## src/design/mac_regs_pkg.sv

```systemverilog
// Register map, field positions, reset values and timing counts for the
// MAC command, early-receive and transmit polling register block.
// Assumes an APB slave with 32-bit data and word-aligned registers.
package mac_regs_pkg;

    localparam int ADDR_W = 12;

    // Register indices; the byte address is four times the index
    localparam logic [7:0] EARLY_RX_STATUS_IDX = 8'h36;
    localparam logic [7:0] CHIP_COMMAND_IDX = 8'h37;
    localparam logic [7:0] TX_POLL_TRIGGER_IDX = 8'h38;
    localparam logic [7:0] RX_THRESH_IDX = 8'h3A;
    localparam logic [7:0] IRQ_MASK_IDX = 8'h3C;
    localparam logic [7:0] IRQ_FLAGS_IDX = 8'h3E;

    localparam logic [ADDR_W-1:0] EARLY_RX_STATUS_ADDR = {2'h0, EARLY_RX_STATUS_IDX, 2'h0};
    localparam logic [ADDR_W-1:0] CHIP_COMMAND_ADDR = {2'h0, CHIP_COMMAND_IDX, 2'h0};
    localparam logic [ADDR_W-1:0] TX_POLL_TRIGGER_ADDR = {2'h0, TX_POLL_TRIGGER_IDX, 2'h0};
    localparam logic [ADDR_W-1:0] RX_THRESH_ADDR = {2'h0, RX_THRESH_IDX, 2'h0};
    localparam logic [ADDR_W-1:0] IRQ_MASK_ADDR = {2'h0, IRQ_MASK_IDX, 2'h0};
    localparam logic [ADDR_W-1:0] IRQ_FLAGS_ADDR = {2'h0, IRQ_FLAGS_IDX, 2'h0};

    // Early receive status fields
    localparam int ERX_GOOD_BIT = 3;
    localparam int ERX_BAD_BIT = 2;
    localparam int ERX_OVW_BIT = 1;
    localparam int ERX_THRESH_BIT = 0;

    // Command fields
    localparam int CMD_SRST_BIT = 4;
    localparam int CMD_RCV_ON_BIT = 3;
    localparam int CMD_TX_ON_BIT = 2;

    // Transmit polling fields
    localparam int POLL_URGENT_BIT = 7;
    localparam int POLL_NORMAL_BIT = 6;
    localparam int POLL_FORCE_BIT = 0;

    // Interrupt flag and mask fields
    localparam int IRQ_DONE_BIT = 0;
    localparam int IRQ_ERR_BIT = 1;
    localparam int IRQ_SOFT_BIT = 8;

    // Reset values
    localparam logic [15:0] IRQ_MASK_RESET = 16'h0000;
    localparam logic [15:0] RX_THRESH_RESET = 16'h0000;

    // Software reset duration in core clock cycles
    localparam int SRST_CYCLES_DEF = 16;

endpackage : mac_regs_pkg

```

## src/design/sticky_flag.sv

```systemverilog
// One sticky flag: a set event wins over a clear in the same cycle.
// Assumes one clock and an asynchronous active-low reset.
`timescale 1ns/10ps
`default_nettype none

module sticky_flag
(
    input wire logic sys_clk_i,
    input wire logic rst_n_i,
    input wire logic set_i,
    input wire logic clr_i,
    output logic flag_o
);

    always_ff @(posedge sys_clk_i or negedge rst_n_i)
    begin
        if (!rst_n_i)
            flag_o <= 1'b0;
        else if (set_i)
            flag_o <= 1'b1;
        else if (clr_i)
            flag_o <= 1'b0;
    end

endmodule // sticky_flag

`default_nettype wire

```

## src/design/mac_cmd_early_rx_regs.sv

```systemverilog
// Host-visible command, early-receive status and transmit polling logic.
// Assumes APB with zero wait states and datapath events synchronous to sys_clk_i.
`timescale 1ns/10ps
`default_nettype none

module mac_cmd_early_rx_regs
    import mac_regs_pkg::*;
#(
    parameter int PTR_W = 16,
    parameter int CNT_W = 16,
    parameter int SRST_CYCLES = SRST_CYCLES_DEF
)
(
    input wire logic sys_clk_i,
    input wire logic rst_n_i,
    input wire logic [ADDR_W-1:0] paddr_i,
    input wire logic psel_i,
    input wire logic penable_i,
    input wire logic pwrite_i,
    input wire logic [31:0] pwdata_i,
    input wire logic [3:0] pstrb_i,
    output logic pready_o,
    output logic [31:0] prdata_o,
    output logic pslverr_o,
    input wire logic rx_pkt_done_i,
    input wire logic rx_pkt_err_i,
    input wire logic rx_active_i,
    input wire logic [CNT_W-1:0] rx_byte_cnt_i,
    input wire logic [PTR_W-1:0] rx_wr_ptr_i,
    input wire logic [PTR_W-1:0] host_read_ptr_i,
    input wire logic rx_rewind_i,
    input wire logic urgent_q_drained_i,
    input wire logic normal_q_drained_i,
    output logic rcv_on_o,
    output logic tx_on_o,
    output logic soft_rst_o,
    output logic urgent_queue_poll_o,
    output logic normal_queue_poll_o,
    output logic irq_o
);

    localparam int SRST_WAIT = SRST_CYCLES + 1;
    localparam int SRST_CNT_W = $clog2(SRST_CYCLES + 1);
    localparam logic [SRST_CNT_W-1:0] SRST_LAST = SRST_CNT_W'(SRST_CYCLES - 1);

    logic wr_acc, rd_acc, rd_setup, addr_hit;
    logic wr_erx, wr_cmd, wr_poll, wr_thr, wr_mask, wr_flags;
    logic [7:0] wbyte0, wbyte1, erx_status, cmd_value, poll_value;
    logic [15:0] irq_flags;
    logic [31:0] rd_mux;

    logic rcv_on_reg, tx_on_reg, srst_busy_reg, srst_start;
    logic [SRST_CNT_W-1:0] srst_cnt_reg;
    logic [15:0] rx_thresh_reg, irq_mask_reg, flags_snap_reg;
    logic [31:0] prdata_reg;

    logic early_good_pkt, early_bad_pkt, early_overwrite, early_thresh_hit;
    logic ptr_eq, ptr_eq_reg, ovw_set, thresh_cond, thresh_set;
    logic frame_done_irq, frame_err_irq, soft_irq_flag;
    logic urgent_queue_poll, normal_queue_poll, force_soft_irq;
    logic good_end, bad_end, clr_flags_rd;

    // APB decode; zero wait states
    assign pready_o = 1'b1;
    assign wr_acc = psel_i && penable_i && pwrite_i;
    assign rd_acc = psel_i && penable_i && !pwrite_i;
    assign rd_setup = psel_i && !penable_i && !pwrite_i;
    assign wbyte0 = pstrb_i[0] ? pwdata_i[7:0] : 8'h00;
    assign wbyte1 = pstrb_i[1] ? pwdata_i[15:8] : 8'h00;

    always_comb
    begin
        addr_hit = 1'b1;
        case (paddr_i)
            EARLY_RX_STATUS_ADDR, CHIP_COMMAND_ADDR, TX_POLL_TRIGGER_ADDR,
            RX_THRESH_ADDR, IRQ_MASK_ADDR, IRQ_FLAGS_ADDR: addr_hit = 1'b1;
            default: addr_hit = 1'b0;
        endcase
    end

    assign pslverr_o = psel_i && penable_i && !addr_hit;
    assign wr_erx = wr_acc && (paddr_i == EARLY_RX_STATUS_ADDR);
    assign wr_cmd = wr_acc && (paddr_i == CHIP_COMMAND_ADDR);
    assign wr_poll = wr_acc && (paddr_i == TX_POLL_TRIGGER_ADDR);
    assign wr_thr = wr_acc && (paddr_i == RX_THRESH_ADDR);
    assign wr_mask = wr_acc && (paddr_i == IRQ_MASK_ADDR);
    assign wr_flags = wr_acc && (paddr_i == IRQ_FLAGS_ADDR);
    assign clr_flags_rd = rd_acc && (paddr_i == IRQ_FLAGS_ADDR);

    // Packet end events
    assign good_end = rx_pkt_done_i && !rx_pkt_err_i;
    assign bad_end = rx_pkt_done_i && rx_pkt_err_i;

    sticky_flag u_good
    (
        .sys_clk_i(sys_clk_i), .rst_n_i(rst_n_i), .flag_o(early_good_pkt),
        .set_i(good_end),
        .clr_i(wr_erx && wbyte0[ERX_GOOD_BIT])
    );

    sticky_flag u_bad
    (
        .sys_clk_i(sys_clk_i), .rst_n_i(rst_n_i), .flag_o(early_bad_pkt),
        .set_i(bad_end),
        .clr_i(wr_erx && wbyte0[ERX_BAD_BIT])
    );

    // Overwrite on the cycle pointers meet, or re-meet after an error rewind
    assign ptr_eq = (rx_wr_ptr_i == host_read_ptr_i);
    assign ovw_set = ptr_eq && (!ptr_eq_reg || rx_rewind_i);

    always_ff @(posedge sys_clk_i or negedge rst_n_i)
    begin
        if (!rst_n_i)
            ptr_eq_reg <= 1'b0;
        else
            ptr_eq_reg <= ptr_eq;
    end

    sticky_flag u_ovw
    (
        .sys_clk_i(sys_clk_i), .rst_n_i(rst_n_i), .flag_o(early_overwrite),
        .set_i(ovw_set),
        .clr_i(wr_erx && wbyte0[ERX_OVW_BIT])
    );

    // Threshold flag: packet end clears it and takes priority
    assign thresh_cond = rx_active_i && rcv_on_reg
                         && (32'(rx_byte_cnt_i) > 32'(rx_thresh_reg));
    assign thresh_set = thresh_cond && !early_thresh_hit && !rx_pkt_done_i;

    always_ff @(posedge sys_clk_i or negedge rst_n_i)
    begin
        if (!rst_n_i)
            early_thresh_hit <= 1'b0;
        else if (rx_pkt_done_i || srst_start)
            early_thresh_hit <= 1'b0;
        else if (thresh_set)
            early_thresh_hit <= 1'b1;
    end

    // Interrupt flags, cleared by write-one or by a read that returned them
    sticky_flag u_done
    (
        .sys_clk_i(sys_clk_i), .rst_n_i(rst_n_i), .flag_o(frame_done_irq),
        .set_i(good_end || thresh_set),
        .clr_i((wr_flags && wbyte0[IRQ_DONE_BIT])
               || (clr_flags_rd && flags_snap_reg[IRQ_DONE_BIT]))
    );

    sticky_flag u_err
    (
        .sys_clk_i(sys_clk_i), .rst_n_i(rst_n_i), .flag_o(frame_err_irq),
        .set_i(bad_end),
        .clr_i((wr_flags && wbyte0[IRQ_ERR_BIT])
               || (clr_flags_rd && flags_snap_reg[IRQ_ERR_BIT]))
    );

    sticky_flag u_soft
    (
        .sys_clk_i(sys_clk_i), .rst_n_i(rst_n_i), .flag_o(soft_irq_flag),
        .set_i(wr_poll && wbyte0[POLL_FORCE_BIT]),
        .clr_i((wr_flags && wbyte1[IRQ_SOFT_BIT-8])
               || (clr_flags_rd && flags_snap_reg[IRQ_SOFT_BIT]))
    );

    // Doorbells: writing zero never clears
    sticky_flag u_urgent
    (
        .sys_clk_i(sys_clk_i), .rst_n_i(rst_n_i), .flag_o(urgent_queue_poll),
        .set_i(wr_poll && wbyte0[POLL_URGENT_BIT]),
        .clr_i(urgent_q_drained_i)
    );

    sticky_flag u_normal
    (
        .sys_clk_i(sys_clk_i), .rst_n_i(rst_n_i), .flag_o(normal_queue_poll),
        .set_i(wr_poll && wbyte0[POLL_NORMAL_BIT]),
        .clr_i(normal_q_drained_i)
    );

    sticky_flag u_force
    (
        .sys_clk_i(sys_clk_i), .rst_n_i(rst_n_i), .flag_o(force_soft_irq),
        .set_i(wr_poll && wbyte0[POLL_FORCE_BIT]),
        .clr_i(!soft_irq_flag)
    );

    // Software reset sequencer; touches the command enables and the early threshold flag, and drives soft_rst_o
    assign srst_start = wr_cmd && wbyte0[CMD_SRST_BIT] && !srst_busy_reg;

    always_ff @(posedge sys_clk_i or negedge rst_n_i)
    begin
        if (!rst_n_i)
        begin
            srst_busy_reg <= 1'b0;
            srst_cnt_reg <= '0;
        end
        else if (srst_start)
        begin
            srst_busy_reg <= 1'b1;
            srst_cnt_reg <= '0;
        end
        else if (srst_busy_reg)
        begin
            if (srst_cnt_reg == SRST_LAST)
                srst_busy_reg <= 1'b0;
            srst_cnt_reg <= srst_cnt_reg + 1'b1;
        end
    end

    // Unit enables, forced off during soft reset
    always_ff @(posedge sys_clk_i or negedge rst_n_i)
    begin
        if (!rst_n_i)
        begin
            rcv_on_reg <= 1'b0;
            tx_on_reg <= 1'b0;
        end
        else if (srst_start || srst_busy_reg)
        begin
            rcv_on_reg <= 1'b0;
            tx_on_reg <= 1'b0;
        end
        else if (wr_cmd && pstrb_i[0])
        begin
            rcv_on_reg <= pwdata_i[CMD_RCV_ON_BIT];
            tx_on_reg <= pwdata_i[CMD_TX_ON_BIT];
        end
    end

    // Threshold and mask registers; soft reset leaves them alone
    always_ff @(posedge sys_clk_i or negedge rst_n_i)
    begin
        if (!rst_n_i)
        begin
            rx_thresh_reg <= RX_THRESH_RESET;
            irq_mask_reg <= IRQ_MASK_RESET;
        end
        else
        begin
            if (wr_thr && pstrb_i[0])
                rx_thresh_reg[7:0] <= pwdata_i[7:0];
            if (wr_thr && pstrb_i[1])
                rx_thresh_reg[15:8] <= pwdata_i[15:8];
            if (wr_mask && pstrb_i[0])
                irq_mask_reg[7:0] <= pwdata_i[7:0];
            if (wr_mask && pstrb_i[1])
                irq_mask_reg[15:8] <= pwdata_i[15:8];
        end
    end

    // Read view
    always_comb
    begin
        erx_status = 8'h00;
        erx_status[ERX_GOOD_BIT] = early_good_pkt;
        erx_status[ERX_BAD_BIT] = early_bad_pkt;
        erx_status[ERX_OVW_BIT] = early_overwrite;
        erx_status[ERX_THRESH_BIT] = early_thresh_hit;
        cmd_value = 8'h00;
        cmd_value[CMD_SRST_BIT] = srst_busy_reg;
        cmd_value[CMD_RCV_ON_BIT] = rcv_on_reg;
        cmd_value[CMD_TX_ON_BIT] = tx_on_reg;
        poll_value = 8'h00;
        poll_value[POLL_URGENT_BIT] = urgent_queue_poll;
        poll_value[POLL_NORMAL_BIT] = normal_queue_poll;
        poll_value[POLL_FORCE_BIT] = force_soft_irq;
        irq_flags = 16'h0000;
        irq_flags[IRQ_DONE_BIT] = frame_done_irq;
        irq_flags[IRQ_ERR_BIT] = frame_err_irq;
        irq_flags[IRQ_SOFT_BIT] = soft_irq_flag;
    end

    always_comb
    begin
        case (paddr_i)
            EARLY_RX_STATUS_ADDR: rd_mux = {24'h000000, erx_status};
            CHIP_COMMAND_ADDR: rd_mux = {24'h000000, cmd_value};
            TX_POLL_TRIGGER_ADDR: rd_mux = {24'h000000, poll_value};
            RX_THRESH_ADDR: rd_mux = {16'h0000, rx_thresh_reg};
            IRQ_MASK_ADDR: rd_mux = {16'h0000, irq_mask_reg};
            IRQ_FLAGS_ADDR: rd_mux = {16'h0000, irq_flags};
            default: rd_mux = 32'h00000000;
        endcase
    end

    // Read data captured in setup; only the returned flags are cleared later
    always_ff @(posedge sys_clk_i or negedge rst_n_i)
    begin
        if (!rst_n_i)
        begin
            prdata_reg <= 32'h00000000;
            flags_snap_reg <= 16'h0000;
        end
        else if (rd_setup)
        begin
            prdata_reg <= rd_mux;
            flags_snap_reg <= irq_flags;
        end
    end

    assign prdata_o = prdata_reg;
    assign rcv_on_o = rcv_on_reg;
    assign tx_on_o = tx_on_reg;
    assign soft_rst_o = srst_busy_reg;
    assign urgent_queue_poll_o = urgent_queue_poll;
    assign normal_queue_poll_o = normal_queue_poll;
    assign irq_o = |(irq_flags & irq_mask_reg);
endmodule // mac_cmd_early_rx_regs

`default_nettype wire

```

## config.mk

```make
export PLATFORM = sky130hd
export DESIGN_NAME = mac_cmd_early_rx_regs
export DESIGN_NICKNAME = d
export VERILOG_FILES = /design/src/design/mac_regs_pkg.sv /design/src/design/sticky_flag.sv /design/src/design/mac_cmd_early_rx_regs.sv
export SDC_FILE = /design/constraint.sdc
export NUM_CORES = 1
export LEC_CHECK = 0
export CAP_MARGIN = 20
export CORE_ASPECT_RATIO = 1.5
export CORE_MARGIN = 2
export CORE_UTILIZATION = 25
export CTS_BUF_LIST = sky130_fd_sc_hd__clkbuf_16
export CTS_CLUSTER_DIAMETER = 60
export DETAILED_ROUTE_END_ITERATION = 8
export DONT_BUFFER_PORTS = 1
export GPL_TIMING_DRIVEN = 0
export PLACE_DENSITY = 0.37
export SLEW_MARGIN = 20
export SYNTH_ARGS = -nofsm -noshare
export SYNTH_HDL_FRONTEND = slang
export SYNTH_HIERARCHICAL = 1
export SYNTH_SLANG_ARGS = --single-unit
```

## constraint.sdc

```tcl
create_clock -name sys_clk_i -period 4.2 [get_ports sys_clk_i]
set_clock_uncertainty 0.05 [all_clocks]
set_input_delay 0.84 -clock sys_clk_i [delete_from_list [all_inputs] [get_ports sys_clk_i]]
set_output_delay 0.84 -clock sys_clk_i [all_outputs]
set_load 0.01 [all_outputs]
```

==> out/summary.txt <==
CP peak stage delay: 540 ps
Crit share post-route: 75.0%
Clock power frac: 48.8%
Initial drt markers: 124
CP delay by family, top: simple AND/OR/NAND/NOR gates
Crit path capture type: output pin
Pwr Total: 1520 uW
TNS Setup: 0 ps
Tot GR Track Use: 14.3%
VDD IR-drop max: 0.188 mV
Critical path's slowest cell: or4_4
Layout Cells excl Fill: 644
# clock sinks: 70
Die W: 108 um
Final setup violation count: 0
Layout area overhead: 14.7%
PD cells: 328 nW/um^2
NetSw: 340 uW
Via count: 2957
H-tree depth: 3
Share of synthesized registers carrying an async set or reset: 100%
Worst-path clk slew: 60 ps
Initial antenna violation count: 0
Io pins: 147
Initial Utilization: 25.7%
Cell-internal power: 1170 uW
LEAKAGE: 0.00213 uW
CTS Hold Buffers Added: 0
Via count of the first global-routing pass: 3212
Share of cells above drive strength 1: 17.7%
Critical Path Fanout Max: 8
Gpl congestion: 0.783
Synth warn: 6
Worst-Margin Slew: 931 ps
First-pass GRT wire length: 18300 um
Run status: completed
Critical path arrival: 2260 ps
Skew-Pair Late Insertion Delay: 330 ps
Grt peak-use layer: met2
# rows: 56
DRC viols: 0
CTS resizes: 0
Final hold slack: 152 ps
Synth cell types: 55
Clock Path Buffers: 2
Ant diodes: 0
Met2 Use GR: 24.8%
Post-synth EDFFs: 0
Router iterations before antenna repair: 4
Num CTS Buffers: 9
Post-DP HPWL: 9060 um
Met3 usage: 4.58%
Max Cap Viol: 0
Mapped Area: 4030 um^2
Core area: 15700 um^2
Routed WL: 11900 um
CTS tree: yes
Post-Synthesis Cells: 410
Final Max Tran Viols: 0
Final Hold Fails: 0
Post-synthesis sequential area ratio: 43.5%
Worst path buffer plus inverter count: 1
Cell count after placement: 628
Layout Nets: 561
Critical path required time: 3310 ps
RSZ-0062 raised after global routing: no
Syn avg cell area: 9.82 um^2
Worst setup SP type: primary input
Comb power frac: 6.1%
Switching part of the total: 22.5%
Max Freq: 317 MHz
Critical path type: in2out
M1 GR Usage: 16.2%
Post-CTS setup buffers: 0
Die H: 159 um
Clk root buf: clkbuf_16
Hold Crit Class: in2async
Fin crit period: 3150 ps
Slew HR: 37.5%
Post-route antenna net violation count: 0
Die Area: 17200 um^2
Dominant synthesized flop cell: dfrtp_1
DR vias/cell: 4.59
Grt total ovfl: 0
Crit path cell chain: or4_4, or2_1, buf_6, nor3_1, nor2_1
WL/cell: 18.5 um
Pin count of the biggest net entering global routing: 71
Post-layout util: 29.4%
Port Buffers: 0
Flop pwr share: 45.2%
Seq cells post-synth: 70
==> power groups by stage <==
stage	sequential, uW	combinational, uW	clock (uW)
5_1_grt	684	104	788
3_5_place_dp	696	92.2	0
3_3_place_gp	696	90.8	0
6_report	684	91.8	739
2_1_floorplan	695	76.6	0
4_1_cts	684	92.6	768
==> final cells by class <==
class                           count  area [um^2]
Buffer                             29          194
Clock buffer                        9          225
Clock inverter                      7         56.3
Fill cell                        1724        11100
Inverter                           35          131
Multi-Input combinational cell    291         2010
Sequential cell                    70         1750
Tap cell                          203          254
==> synth_stat cells (2+ instances only) <==
cell type	instances	area, um^2
nand3b_1	3	22.5
mux2_2	21	236
mux2_4	8	120
o21bai_1	2	15.0
nand2b_1	4	25.0
xnor2_1	16	140
a32oi_1	3	26.3
o21ai_0	30	150
and2_1	6	37.5
nor2b_1	6	37.5
nand4_1	8	50.1
ha_1	18	225
a21oi_1	13	65.1
a22oi_1	15	113
o22a_2	2	20.0
or2_2	2	12.5
nor3_4	2	32.5
buf_4	17	128
buf_2	5	25.0
nor2_1	15	56.3
inv_1	35	131
a21o_1	9	67.6
nand2_1	49	184
a31oi_1	2	12.5
nor3_1	9	45.0
a21boi_0	2	15.0
dfrtp_1	70	1750
buf_6	2	22.5
a22o_1	2	17.5
nand3_1	3	15.0
conb_1	2	7.51
clkbuf_1	5	18.8
nor4_1	2	12.5
==> cell families (layout without fill, tap and decap cells) <==
family,count (synthesis),after routing,synth area share [%]
XOR/XNOR,17,17,3.70
AND/OR/NAND/NOR,120,120,15.3
AO/OA/AOI/OAI,89,89,14.5
multiplexers,30,30,9.11
other,2,17,0.187
flip-flops,70,70,43.5
adder cells (fa/ha/maj),18,18,5.59
buffers and inverters,64,80,8.08
==> worst paths after layout <==
check                      slack [ps]                 to  cells after the start              start
max                              1050          pslverr_o                      5         paddr_i[1]
min                               150   rx_thresh_reg[8]                      0            rst_n_i
max reg2reg                      1980      u_done/flag_o                      8  rx_thresh_reg[15]
min reg2reg                       420  flags_snap_reg[8]                      2  flags_snap_reg[8]
max in group asynchronous        3830    irq_mask_reg[5]                      0            rst_n_i
min in group sys_clk_i            420  flags_snap_reg[8]                      2  flags_snap_reg[8]
==> metal layers <==
layer / wire (um) / vias up / share of wire (%)
li1: - / 1437 / -
met1: 4680 / 1422 / 39
met2: 6150 / 81 / 52
met3: 824 / 17 / 6.9
met4: 244 / 0 / 2.1
met5: 0 / - / 0
==> through the flow <==
| step | area [um^2] | setup slack (ps) |
|---|---|---|
| after floorplan | 4080 | 1270 |
| after global placement | 4340 | 997 |
| after detailed placement | 4340 | 988 |
| after CTS | 4620 | 1010 |
| after global routing | 4620 | 945 |
| final | 4620 | 1050 |
==> layout by cell type, fill, tap and decap left out, drive strengths merged, types with 3 or more instances in the layout <==
master,synthesis,routed
dfrtp,70,70
nand2,50,50
inv,35,36
o21ai,30,30
mux2,29,29
buf,24,24
ha,18,18
conb,2,17
xnor2,16,16
nor2,16,16
a22oi,15,15
clkbuf,5,14
a21oi,13,13
nor3,11,11
a21o,9,9
nand4,8,8
nor2b,6,6
and2,6,6
clkinv,0,5
nand2b,4,4
nand3b,3,3
nand3,3,3
a32oi,3,3
or2,3,3
No activity file was read; power rests on OpenSTA's default activity.
